File: config.mk
export PLATFORM = sky130hd
export DESIGN_NAME = can_filter_buffer_pointer
export DESIGN_NICKNAME = d
export VERILOG_FILES = /design/src/shared/can_fbp_pkg.sv /design/src/hdl/can_filter_buffer_pointer.sv
export SDC_FILE = /design/constraint.sdc
export NUM_CORES = 1
export LEC_CHECK = 0
export ABC_AREA = 1
export BUFFER_PORTS_ARGS = -buffer_cell sky130_fd_sc_hd__clkbuf_2
export CAP_MARGIN = 20
export CELL_PAD_IN_SITES_DETAIL_PLACEMENT = 1
export CELL_PAD_IN_SITES_GLOBAL_PLACEMENT = 1
export CORE_MARGIN = 2
export CORE_UTILIZATION = 36
export CTS_CLUSTER_DIAMETER = 50
export DETAILED_ROUTE_END_ITERATION = 6
export GPL_TIMING_DRIVEN = 0
export PLACE_DENSITY_LB_ADDON = 0.2
export SLEW_MARGIN = 20
export SYNTH_ARGS = -nofsm -noshare
export SYNTH_HDL_FRONTEND = slang
export SYNTH_SLANG_ARGS = --single-unit
File: constraint.sdc
create_clock -name clk -period 1.4 [get_ports clk]
set_input_delay 0 -clock clk [delete_from_list [all_inputs] [get_ports clk]]
set_output_delay 0 -clock clk [all_outputs]
set_load 0.03 [all_outputs]
File: src/shared/can_fbp_pkg.sv
package can_fbp_pkg;

    // Register port
    localparam int ADDR_W = 4;
    localparam logic [3:0] PTR_OFFSET = 4'h0;
    localparam logic [15:0] PTR_RESET = 16'h0000;

    // Pointer field positions (low bit of each 4-bit field)
    localparam int EIGHT_LSB = 0;
    localparam int NINE_LSB = 4;
    localparam int TEN_LSB = 8;
    localparam int ELEVEN_LSB = 12;

    localparam logic [3:0] DEST_FIFO = 4'hF;

    typedef struct packed {
        logic [3:0] addr;
        logic [15:0] wdata;
        logic wr;
        logic rd;
    } reg_req_t;

    typedef struct packed {
        logic [15:0] rdata;
    } reg_rsp_t;

    // Filter hit from the matching logic, one bit per filter 8..11
    typedef struct packed {
        logic [3:0] hit;
    } hit_t;

    // Routed write request towards the buffer write path
    typedef struct packed {
        logic valid;
        logic to_fifo;
        logic [3:0] buf_idx;
        logic [1:0] filter;
    } route_t;

    typedef struct packed {
        logic [15:0] ptr;
        logic [15:0] rdata;
        route_t route;
    } state_t;

endpackage
File: src/hdl/can_filter_buffer_pointer.sv
`timescale 1ns/1ps
`default_nettype none
module can_filter_buffer_pointer (
    // Clock and reset
    input wire logic clk,
    input wire logic rst_b,
    // Register port
    input wire can_fbp_pkg::reg_req_t req,
    output logic [15:0] rdata,
    // Filter hits for filters 8..11
    input wire can_fbp_pkg::hit_t hits,
    // Buffer write path
    output logic route_valid,
    output logic route_to_fifo,
    output logic [3:0] route_buf,
    output logic [1:0] route_filter,
    // Current pointer fields
    output logic [15:0] ptr_value
);

    can_fbp_pkg::state_t st_reg;
    can_fbp_pkg::state_t st_next;

    function automatic logic [3:0] field(input logic [15:0] p, input int lsb);
        field = p[lsb +: 4];
    endfunction

    // Only one word is mapped; every other address reads zero and ignores writes
    function automatic logic ptr_sel(input logic [3:0] a);
        ptr_sel = (a == can_fbp_pkg::PTR_OFFSET);
    endfunction

    // The all-ones code is the FIFO, every lower code a buffer number
    function automatic logic is_fifo(input logic [3:0] c);
        is_fifo = (c == can_fbp_pkg::DEST_FIFO);
    endfunction

    always_comb begin
        logic [3:0] code;
        code = 4'h0;
        st_next = st_reg;
        st_next.rdata = 16'h0000;
        st_next.route = '0;
        if (req.wr && ptr_sel(req.addr)) begin
            st_next.ptr = req.wdata;
        end
        if (req.rd && ptr_sel(req.addr)) begin
            st_next.rdata = st_reg.ptr;
        end
        // Highest filter number wins if several hit together; the matcher should give one
        if (hits.hit[3]) begin
            code = field(st_reg.ptr, can_fbp_pkg::ELEVEN_LSB);
            st_next.route.filter = 2'h3;
        end else if (hits.hit[2]) begin
            code = field(st_reg.ptr, can_fbp_pkg::TEN_LSB);
            st_next.route.filter = 2'h2;
        end else if (hits.hit[1]) begin
            code = field(st_reg.ptr, can_fbp_pkg::NINE_LSB);
            st_next.route.filter = 2'h1;
        end else if (hits.hit[0]) begin
            code = field(st_reg.ptr, can_fbp_pkg::EIGHT_LSB);
            st_next.route.filter = 2'h0;
        end
        // Pointer sampled before a same-cycle write takes effect
        st_next.route.valid = |hits.hit;
        st_next.route.to_fifo = (|hits.hit) && is_fifo(code);
        st_next.route.buf_idx = is_fifo(code) ? 4'h0 : code;
    end

    always_ff @(posedge clk or negedge rst_b) begin
        if (!rst_b) begin
            st_reg <= '0;
        end else begin
            st_reg <= st_next;
        end
    end

    assign rdata = st_reg.rdata;
    assign route_valid = st_reg.route.valid;
    assign route_to_fifo = st_reg.route.to_fifo;
    assign route_buf = st_reg.route.buf_idx;
    assign route_filter = st_reg.route.filter;
    assign ptr_value = st_reg.ptr;

    AST_F11_ROUTE: assert property (@(posedge clk) disable iff (!rst_b)
        hits.hit[3] |=> route_valid && route_filter == 2'h3 &&
        (route_to_fifo == ($past(ptr_value[15:12]) == 4'hF)))
        else $error("filter 11 routed wrongly");
    AST_F10_ROUTE: assert property (@(posedge clk) disable iff (!rst_b)
        hits.hit == 4'h4 && ptr_value[11:8] != 4'hF |=>
        route_buf == $past(ptr_value[11:8]) && !route_to_fifo)
        else $error("filter 10 buffer index wrong");
    AST_F9_ROUTE: assert property (@(posedge clk) disable iff (!rst_b)
        hits.hit == 4'h2 |=> route_filter == 2'h1 &&
        (route_to_fifo == ($past(ptr_value[7:4]) == 4'hF)))
        else $error("filter 9 routed wrongly");
    AST_F8_ROUTE: assert property (@(posedge clk) disable iff (!rst_b)
        hits.hit == 4'h1 && ptr_value[3:0] != 4'hF |=>
        route_buf == $past(ptr_value[3:0]) && route_valid)
        else $error("filter 8 buffer index wrong");
    AST_NO_HIT: assert property (@(posedge clk) disable iff (!rst_b)
        hits.hit == 4'h0 |=> !route_valid)
        else $error("route without hit");
    AST_WRITE: assert property (@(posedge clk) disable iff (!rst_b)
        req.wr && req.addr == 4'h0 |=> ptr_value == $past(req.wdata))
        else $error("pointer write lost");
    AST_READ: assert property (@(posedge clk) disable iff (!rst_b)
        req.rd && !req.wr && req.addr == 4'h0 |=> rdata == $past(ptr_value))
        else $error("pointer readback wrong");
    AST_HOLD: assert property (@(posedge clk) disable iff (!rst_b)
        !req.wr ##1 !req.wr |-> $stable(ptr_value))
        else $error("pointer changed without write");

    // Buffer index, FIFO choice and filter selection, by filter
    AST_F11_BUF: assert property (@(posedge clk) disable iff (!rst_b)
        hits.hit[3] && ptr_value[15:12] != 4'hF |=>
        route_buf == $past(ptr_value[15:12]) && !route_to_fifo)
        else $error("filter 11 buffer index wrong");

    AST_F11_FIFO: assert property (@(posedge clk) disable iff (!rst_b)
        hits.hit[3] && ptr_value[15:12] == 4'hF |=>
        route_to_fifo && route_buf == 4'h0)
        else $error("filter 11 fifo routing wrong");

    AST_F10_FIFO: assert property (@(posedge clk) disable iff (!rst_b)
        hits.hit == 4'h4 && ptr_value[11:8] == 4'hF |=>
        route_to_fifo && route_buf == 4'h0 && route_filter == 2'h2)
        else $error("filter 10 fifo routing wrong");

    AST_F10_SEL: assert property (@(posedge clk) disable iff (!rst_b)
        hits.hit[2] && !hits.hit[3] |=>
        route_valid && route_filter == 2'h2)
        else $error("filter 10 not selected");

    AST_F9_BUF: assert property (@(posedge clk) disable iff (!rst_b)
        hits.hit == 4'h2 && ptr_value[7:4] != 4'hF |=>
        route_buf == $past(ptr_value[7:4]) && !route_to_fifo)
        else $error("filter 9 buffer index wrong");

    AST_F9_SEL: assert property (@(posedge clk) disable iff (!rst_b)
        hits.hit[1] && hits.hit[3:2] == 2'h0 |=>
        route_valid && route_filter == 2'h1)
        else $error("filter 9 not selected");

    AST_F8_FIFO: assert property (@(posedge clk) disable iff (!rst_b)
        hits.hit == 4'h1 && ptr_value[3:0] == 4'hF |=>
        route_to_fifo && route_buf == 4'h0)
        else $error("filter 8 fifo routing wrong");

    AST_F8_SEL: assert property (@(posedge clk) disable iff (!rst_b)
        hits.hit == 4'h1 |=>
        route_valid && route_filter == 2'h0)
        else $error("filter 8 not selected");

    AST_F11_SEL: assert property (@(posedge clk) disable iff (!rst_b)
        hits.hit[3] |=>
        route_valid && route_filter == 2'h3)
        else $error("filter 11 not selected");

    // Shape of the routed pulse
    AST_VALID_ON_HIT: assert property (@(posedge clk) disable iff (!rst_b)
        hits.hit != 4'h0 |=>
        route_valid)
        else $error("hit not routed");

    AST_ROUTE_FROM_HIT: assert property (@(posedge clk) disable iff (!rst_b)
        route_valid |->
        $past(hits.hit) != 4'h0)
        else $error("route pulse without earlier hit");

    AST_IDLE_ROUTE: assert property (@(posedge clk) disable iff (!rst_b)
        !route_valid |->
        !route_to_fifo && route_buf == 4'h0 && route_filter == 2'h0)
        else $error("idle route fields not cleared");

    AST_FIFO_BUF_ZERO: assert property (@(posedge clk) disable iff (!rst_b)
        route_to_fifo |->
        route_buf == 4'h0 && route_valid)
        else $error("fifo route carries a buffer index");

    AST_OLD_PTR: assert property (@(posedge clk) disable iff (!rst_b)
        hits.hit == 4'h1 && req.wr && req.addr == 4'h0 |=>
        route_to_fifo == ($past(ptr_value[3:0]) == 4'hF))
        else $error("same-cycle write leaked into routing");

    // Register port corners
    AST_RDATA_IDLE: assert property (@(posedge clk) disable iff (!rst_b)
        !req.rd |=>
        rdata == 16'h0000)
        else $error("read data without read");

    AST_RDATA_UNMAPPED: assert property (@(posedge clk) disable iff (!rst_b)
        req.rd && req.addr != 4'h0 |=>
        rdata == 16'h0000)
        else $error("unmapped read not zero");

    AST_WRITE_UNMAPPED: assert property (@(posedge clk) disable iff (!rst_b)
        req.wr && req.addr != 4'h0 |=>
        $stable(ptr_value))
        else $error("unmapped write changed pointer");

endmodule
`default_nettype wire

==> qor.csv, run 1 <==
stage,metric,value,unit
cells_and_area,Layout area overhead,48.2,%
timing,Peak Freq,804,MHz
global_route,gr usage total,19.4,%
floorplan,io pins,68,
drt,DR pass1 iterations,4,
timing,worst slew pin tran,568,ps
synth,Commonest cells post-synth,"dfrtp_1 (40), nor2_1 (37), a21oi_1 (24), nand2_1 (23), inv_1 (19)",
floorplan,CORE AREA,4030,µm²
worst_setup_path,CP Cell Sequence,dlygate4sd3_1 > buf_4 > nor2_2 > nand2_1 > nor2_1 > nor2_2 > nor2_1 > and2_1,
synth,Synth Warn #,0,
synth,post-synth top area share,65.5,%
min_path,HP Class,input pin to flip-flop,
worst_setup_path,CP Class,input pin to flip-flop,
worst_setup_path,crit end category,flip-flop,
synth,Synth Flop Type,dfrtp_1,
floorplan,Vert. Die Dim,69.1,µm
timing,crit share post-route,88.8,%
cells_and_area,fin area,2260,µm²
floorplan,row count,23,
synth,Unique masters post-synth,15,
global_route,initial antenna violation count,0,
clocking,buffers inserted by post-CTS timing repair,0,
synth,number of flops mapped to enable cells by yosys,0,
synth,Synth Net Count,190,
drt,drt drc,0,
timing,# setup viols final,0,
clocking,clock buffer depth,2,
worst_setup_path,max incr delay on CP,550,ps
global_route,largest net degree at the start of global routing,41,
synth,most common cell in the synthesized netlist,dfrtp_1,
cells_and_area,n_diodes,0,
power_and_ir_drop,Pwr per Cell Area,1420,nW/µm²
clocking,CTS Sinks,40,
timing,Hold Fails Final Rpt,0,
drt,number of nets with antenna violations after routing,0,
global_route,global-route wire length before repair,7.20,mm
outcome,run status,"complete, no violations",
clocking,# H-tree levels,2,
floorplan,die footprint,4780,µm²
placed_design,Placed Instances,278,
worst_setup_path,CP Max Fanout,10,
timing,Setup TNS,0,ps
worst_setup_path,"Req. time, crit path",1630,ps
timing,Final WS setup,157,ps
synth,Mapped Area,1530,µm²
clocking,root buf cell,clkbuf_8,
synth,main area contributors after synthesis,"dfrtp_1 (66%), nor2_1 (9.1%), a21oi_1 (7.9%)",
placed_design,DP Wirelength,3.01,mm
placed_design,I/O Buffers,66,
synth,register area share after synthesis,65.5,%
drt,Via-to-Cell Ratio,4.59,
clocking,number of CTS-inserted buffers,5,
timing,clk_skew,1.45,ps
synth,post-synth top area cell,dfrtp_1,
worst_setup_path,Worst setup SP type,input pin,
cells_and_area,fin cells,306,
clocking,CTS tree,yes,
clocking,"CTS clk-pin slew, worst paths",70,ps
timing,Max-Slew Margin vs Limit,62.1,%
timing,max-slew violation count,0,
worst_setup_path,arrival time of the worst setup path,1470,ps
global_route,vias in the first global route,1483,
drt,Vias,1404,
floorplan,Starting Density,37.9,%
worst_setup_path,slowest CP cell,dlygate4sd3_1,
synth,Mapped Avg Cell Area,9.43,µm²
timing,RSZ-0062 raised after global routing,false,
timing,min Tclk post-route,1240,ps
clocking,clk_lat worst skew,290,ps
synth,Synth Instances,162,
placed_design,dpl cell area,1920,µm²
cells_and_area,final net count,283,
drt,final wirelength,4.34,mm
drt,post-DR wirelength/cell,14.2,µm
cells_and_area,fraction of layout cells with a size suffix above 1,33.2,%
power_and_ir_drop,leakage power,1.27,nW
floorplan,Chip Width,69.1,µm
worst_setup_path,Buffers & Inverters on Critical Path,2,
placed_design,RePlAce Congestion,0.750,
global_route,gr ovfl total,0,
power_and_ir_drop,peak supply drop,0.687,mV
synth,fraction of registers with async set/reset,100,%
synth,number of synthesized register bits,40,
worst_setup_path,CP top delay family,simple AND/OR/NAND/NOR gates,
job,Max Cap Viol,0,
drt,first-iteration detailed-routing DRC count,43,
placed_design,worst slack at placement,256,ps
## state kept, by name, summed over array words and instances (netlist names)
name and flops:
ptr_value 16, rdata 16, route_buf 4, route_filter 2, route_to_fifo 1, route_valid 1
## routing by layer
layer  global-route usage [%]  routed length, µm
met1                     22.6               1750
met2                     34.2               2300
met3                     5.41                200
met4                     6.75                 82
met5                        0                  0
## where the power goes
group	total (mW)	switching, mW	internal (mW)
Combinational	0.818	0.566	0.253
Sequential	1.38	0.0872	1.29
Clock	1.02	0.393	0.629
Total	3.22	1.05	2.17
## kinds of logic after synthesis
| family | Yosys count | share of synthesized area (%) |
|---|---|---|
| flip-flops | 40 | 65.5 |
| AO/OA/AOI/OAI | 26 | 8.68 |
| AND/OR/NAND/NOR | 71 | 19.4 |
| buffers and inverters | 25 | 6.39 |
## what timing repair did
item,CTS,global route
resized for setup,0,0
hold buffers,19,0
endpoints found under the hold margin,58,0
## path summary, 6_finish.rpt
kind                                   start         endpoint  slack (ps)  depth (start not counted)
worst max-delay path                 hits[3]    route_to_fifo         160                          8
worst min-delay path                 hits[2]  route_filter[0]          50                          2
worst max register to register  ptr_value[4]    route_to_fifo         240                          7
worst min register to register  ptr_value[3]         rdata[3]         550                          2
max in group asynchronous              rst_b    ptr_value[13]         700                          3
min in group asynchronous              rst_b     ptr_value[0]         210                          2
## final cells by class
type / count / area (µm²)
Buffer: 5 / 22.5
Tap cell: 50 / 62.6
Inverter: 20 / 75.1
Clock inverter: 1 / 30.0
Multi-Input combinational cell: 97 / 429
Sequential cell: 40 / 1000
Fill cell: 493 / 1760
Clock buffer: 7 / 96.3
Timing Repair Buffer: 86 / 548
## cells in the final DEF (no fill, tap or decap), types with 2 or more instances in the layout
| master | synthesis | final |
|---|---|---|
| clkbuf_2 | 0 | 66 |
| dfrtp_1 | 40 | 40 |
| nor2_1 | 37 | 37 |
| a21oi_1 | 24 | 24 |
| nand2_1 | 23 | 23 |
| inv_1 | 19 | 19 |
| dlygate4sd3_1 | 0 | 19 |
| clkbuf_8 | 0 | 7 |
| clkbuf_1 | 4 | 4 |
| nor2_2 | 4 | 4 |
| nand2_2 | 3 | 3 |
| nand3_1 | 2 | 2 |
## stage by stage
step / hold slack [ps] / total power [mW] / utilization [%]
floorplan: -296 / 1.88 / -
global placement: 199 / 2.15 / 47.7
detailed placement: 210 / 2.17 / 47.7
CTS: 39.0 / 3.24 / 55.5
global route: 62.7 / 3.39 / 56.2
finish: 45.7 / 3.22 / 56.2
## worst register-to-register path, stage by stage (launching register included)
cell	delay, ps
dfrtp_1	380
inv_1	100
nand2_1	60
nand2_1	70
nor2_1	50
nor2_2	140
nor2_1	90
and2_1	160
Note: power is estimated with default switching activity, not from simulation.
==> run 2, diff against run 1 <==
--- a/config.mk
+++ b/config.mk
@@ -5,13 +5,13 @@
 export SDC_FILE = /design/constraint.sdc
 export NUM_CORES = 1
 export LEC_CHECK = 0
-export ABC_AREA = 1
+export ABC_AREA = 0
 export BUFFER_PORTS_ARGS = -buffer_cell sky130_fd_sc_hd__clkbuf_2
 export CAP_MARGIN = 20
 export CELL_PAD_IN_SITES_DETAIL_PLACEMENT = 1
 export CELL_PAD_IN_SITES_GLOBAL_PLACEMENT = 1
 export CORE_MARGIN = 2
-export CORE_UTILIZATION = 36
+export CORE_UTILIZATION = 39
 export CTS_CLUSTER_DIAMETER = 50
 export DETAILED_ROUTE_END_ITERATION = 6
 export GPL_TIMING_DRIVEN = 0
==> run 2 against run 1 <==
Against the previous run: synthesized area grew 6.3%; flip-flop and latch count did not move; first-iteration DRC count up 14%; clock skew increased by 4.1 ps; combinational power increased by 6.0%; total power is 0.83% higher; wire length grew 3.1%; worst setup slack lost 65 ps; design area is 2.7% higher; maximum frequency is 5.0% lower.
==> qor.csv, run 2 <==
stage,metric,value,unit,change
timing,min Tclk post-route,1310,ps,was 1240 ps
worst_setup_path,crit end category,flip-flop,,unchanged
power_and_ir_drop,Pwr per Cell Area,1400,nW/µm²,was 1420 nW/µm²
timing,# setup viols final,0,,unchanged
global_route,global-route wire length before repair,6.93,mm,was 7.20 mm
synth,Unique masters post-synth,22,,was 15
synth,number of synthesized register bits,40,,unchanged
timing,Max-Slew Margin vs Limit,62.1,%,about the same
cells_and_area,fin cells,254,,was 306
timing,Peak Freq,764,MHz,was 804 MHz
synth,Synth Instances,113,,was 162
global_route,initial antenna violation count,0,,unchanged
synth,Mapped Avg Cell Area,14.4,µm²,was 9.43 µm²
worst_setup_path,RR Endpoint,route_buf[3],,was route_to_fifo
synth,number of flops mapped to enable cells by yosys,0,,unchanged
synth,Synth Flop Type,dfrtp_1,,unchanged
job,Max Cap Viol,0,,unchanged
cells_and_area,n_diodes,0,,unchanged
cells_and_area,final net count,231,,was 283
synth,Synth Net Count,141,,was 190
clocking,clock buffer depth,2,,unchanged
global_route,gr ovfl total,0,,unchanged
clocking,"CTS clk-pin slew, worst paths",80,ps,was 70 ps
min_path,HP Class,input pin to flip-flop,,unchanged
timing,Final WS setup,91.9,ps,was 157 ps
placed_design,DP Wirelength,3.00,mm,was 3.01 mm
worst_setup_path,CP Depth,3,,was 8
placed_design,dpl cell area,2010,µm²,was 1920 µm²
global_route,vias in the first global route,1358,,"was 1,483"
placed_design,RePlAce Congestion,0.722,,was 0.750
timing,Hold Fails Final Rpt,0,,unchanged
worst_setup_path,worst-case reg-to-reg path depth,3,,was 7
timing,crit share post-route,93.4,%,was 88.8%
drt,Vias,1308,,"was 1,404"
floorplan,Vert. Die Dim,68.5,µm,was 69.1 µm
timing,worst slew pin tran,564,ps,was 568 ps
floorplan,row count,23,,unchanged
synth,main area contributors after synthesis,"dfrtp_1 (62%), mux2_4 (9.2%), and3_1 (6.2%)",,"was dfrtp_1 (66%), nor2_1 (9.1%), a21oi_1 (7.9%)"
placed_design,Placed Instances,227,,was 278
cells_and_area,fraction of layout cells with a size suffix above 1,47.1,%,was 33.2%
worst_setup_path,Worst setup SP type,flip-flop,,was input pin
cells_and_area,fin util,58.1,%,was 56.2%
worst_setup_path,CP top delay family,compound AO/OA/AOI/OAI gates,,was simple AND/OR/NAND/NOR gates
worst_setup_path,arrival time of the worst setup path,1490,ps,was 1470 ps
floorplan,CORE AREA,4000,µm²,was 4030 µm²
worst_setup_path,Buffers & Inverters on Critical Path,0,,was 2
min_path,hold_sp,req[0],,was hits[2]
timing,RSZ-0062 raised after global routing,false,,unchanged
clocking,number of CTS-inserted buffers,5,,unchanged
drt,post-DR wirelength/cell,17.6,µm,was 14.2 µm
global_route,largest net degree at the start of global routing,41,,unchanged
timing,clk_skew,5.51,ps,was 1.45 ps
floorplan,io pins,68,,unchanged
floorplan,Chip Width,68.5,µm,was 69.1 µm
floorplan,die footprint,4700,µm²,was 4780 µm²
clocking,buffers inserted by post-CTS timing repair,0,,unchanged
clocking,CTS Sinks,40,,unchanged
worst_setup_path,CP Cell Sequence,a211oi_1 > a221o_1 > o31a_1,,was dlygate4sd3_1 > buf_4 > nor2_2 > nand2_1 > nor2_1 > nor2_2 > nor2_1 > and2_1
timing,hold_ws,34.0,ps,was 45.7 ps
cells_and_area,"commonest cells after routing, fill and taps aside","clkbuf_2 (64), dfrtp_1 (40), dlygate4sd3_1 (18)",,"was clkbuf_2 (66), dfrtp_1 (40), nor2_1 (37)"
min_path,WHS Path Cells,2,,unchanged
cells_and_area,"leading cell type in the layout, fill and taps excluded",clkbuf_2,,unchanged
worst_setup_path,R2R Setup Slk,90,ps,was 240 ps
power_and_ir_drop,peak supply drop,0.749,mV,was 0.687 mV
synth,Commonest cells post-synth,"dfrtp_1 (40), and3_1 (16), mux2_4 (10), mux2_2 (6), inv_1 (5)",,"was dfrtp_1 (40), nor2_1 (37), a21oi_1 (24), nand2_1 (23), inv_1 (19)"
timing,max-slew violation count,0,,unchanged
worst_setup_path,R2R Path Start,ptr_value[5],,was ptr_value[4]
global_route,gr usage total,20.9,%,was 19.4%
drt,drt drc,0,,unchanged
drt,number of nets with antenna violations after routing,0,,unchanged
synth,register area share after synthesis,61.6,%,was 65.5%
power_and_ir_drop,leakage power,1.25,nW,was 1.27 nW
drt,Via-to-Cell Ratio,5.15,,was 4.59
min_path,Worst Hold End,rdata[0],,was route_filter[0]
drt,final wirelength,4.47,mm,was 4.34 mm
outcome,run status,"complete, no violations",,unchanged
cells_and_area,Layout area overhead,43.2,%,was 48.2%
clocking,# H-tree levels,2,,unchanged
floorplan,Starting Density,40.6,%,was 37.9%
clocking,CTS tree,yes,,unchanged
synth,Mapped Area,1620,µm²,was 1530 µm²
worst_setup_path,CP Class,flip-flop to flip-flop,,was input pin to flip-flop
synth,Synth Warn #,0,,unchanged
clocking,root buf cell,clkbuf_8,,unchanged
drt,DR pass1 iterations,4,,unchanged
power_and_ir_drop,Pwr Total,3.25,mW,was 3.22 mW
worst_setup_path,slowest CP cell,dfrtp_1,,was dlygate4sd3_1
worst_setup_path,"Req. time, crit path",1590,ps,was 1630 ps
placed_design,I/O Buffers,64,,was 66
synth,post-synth top area share,61.6,%,was 65.5%
synth,post-synth top area cell,dfrtp_1,,unchanged
worst_setup_path,max incr delay on CP,440,ps,was 550 ps
synth,most common cell in the synthesized netlist,dfrtp_1,,unchanged
cells_and_area,fin area,2330,µm²,was 2260 µm²
placed_design,worst slack at placement,-97.8,ps,was 256 ps
clocking,clk_lat worst skew,300,ps,was 290 ps
timing,Setup TNS,0,ps,unchanged
drt,first-iteration detailed-routing DRC count,49,,was 43
synth,fraction of registers with async set/reset,100,%,unchanged
worst_setup_path,CP Max Fanout,4,,was 10
==> run 2: layout make-up <==
| cell class | count | area, µm² |
|---|---|---|
| Clock inverter | 3 | 42.5 |
| Timing Repair Buffer | 83 | 528 |
| Clock buffer | 5 | 68.8 |
| Inverter | 5 | 18.8 |
| Fill cell | 419 | 1670 |
| Buffer | 7 | 36.3 |
| Multi-Input combinational cell | 61 | 568 |
| Tap cell | 50 | 62.6 |
| Sequential cell | 40 | 1000 |
==> run 2: kinds of logic (layout without fill, tap and decap cells) <==
family | Yosys count | count (layout) | share of synthesized area, %
AOI/OAI and AO/OA | 16 | 16 | 8.40
DFF | 40 | 40 | 61.6
buffers and inverters | 12 | 103 | 3.39
and+or+nand+nor | 29 | 29 | 13.2
muxes | 16 | 16 | 13.4
==> run 2: power breakdown <==
part / switching, mW / internal [mW] / total, mW
Sequential: 0.139 / 1.29 / 1.43
Combinational: 0.528 / 0.339 / 0.867
Clock: 0.418 / 0.527 / 0.946
Total: 1.09 / 2.16 / 3.25
==> run 2: how the worst max path moves through the flow <==
stage	start	to
after floorplan	ptr_value[6]	route_buf[3]
after global placement	req[19]	ptr_value[6]
after detailed placement	req[19]	ptr_value[6]
after CTS	ptr_value[6]	route_buf[3]
after global routing	ptr_value[6]	route_buf[3]
final	ptr_value[5]	route_buf[3]
==> run 2: what timing repair did <==
item,in CTS,in global routing
hold buffers,18,0
resized for setup,0,0
endpoints found under the hold margin,57,0
==> run 2: per-layer routing <==
layer  GRT usage, %  vias up  routed length (µm)
li1               -      591                   -
met1           23.1      659                1710
met2           38.0       49                2450
met3           5.84        9                 228
met4           7.50        0                  88
met5              0        -                   0
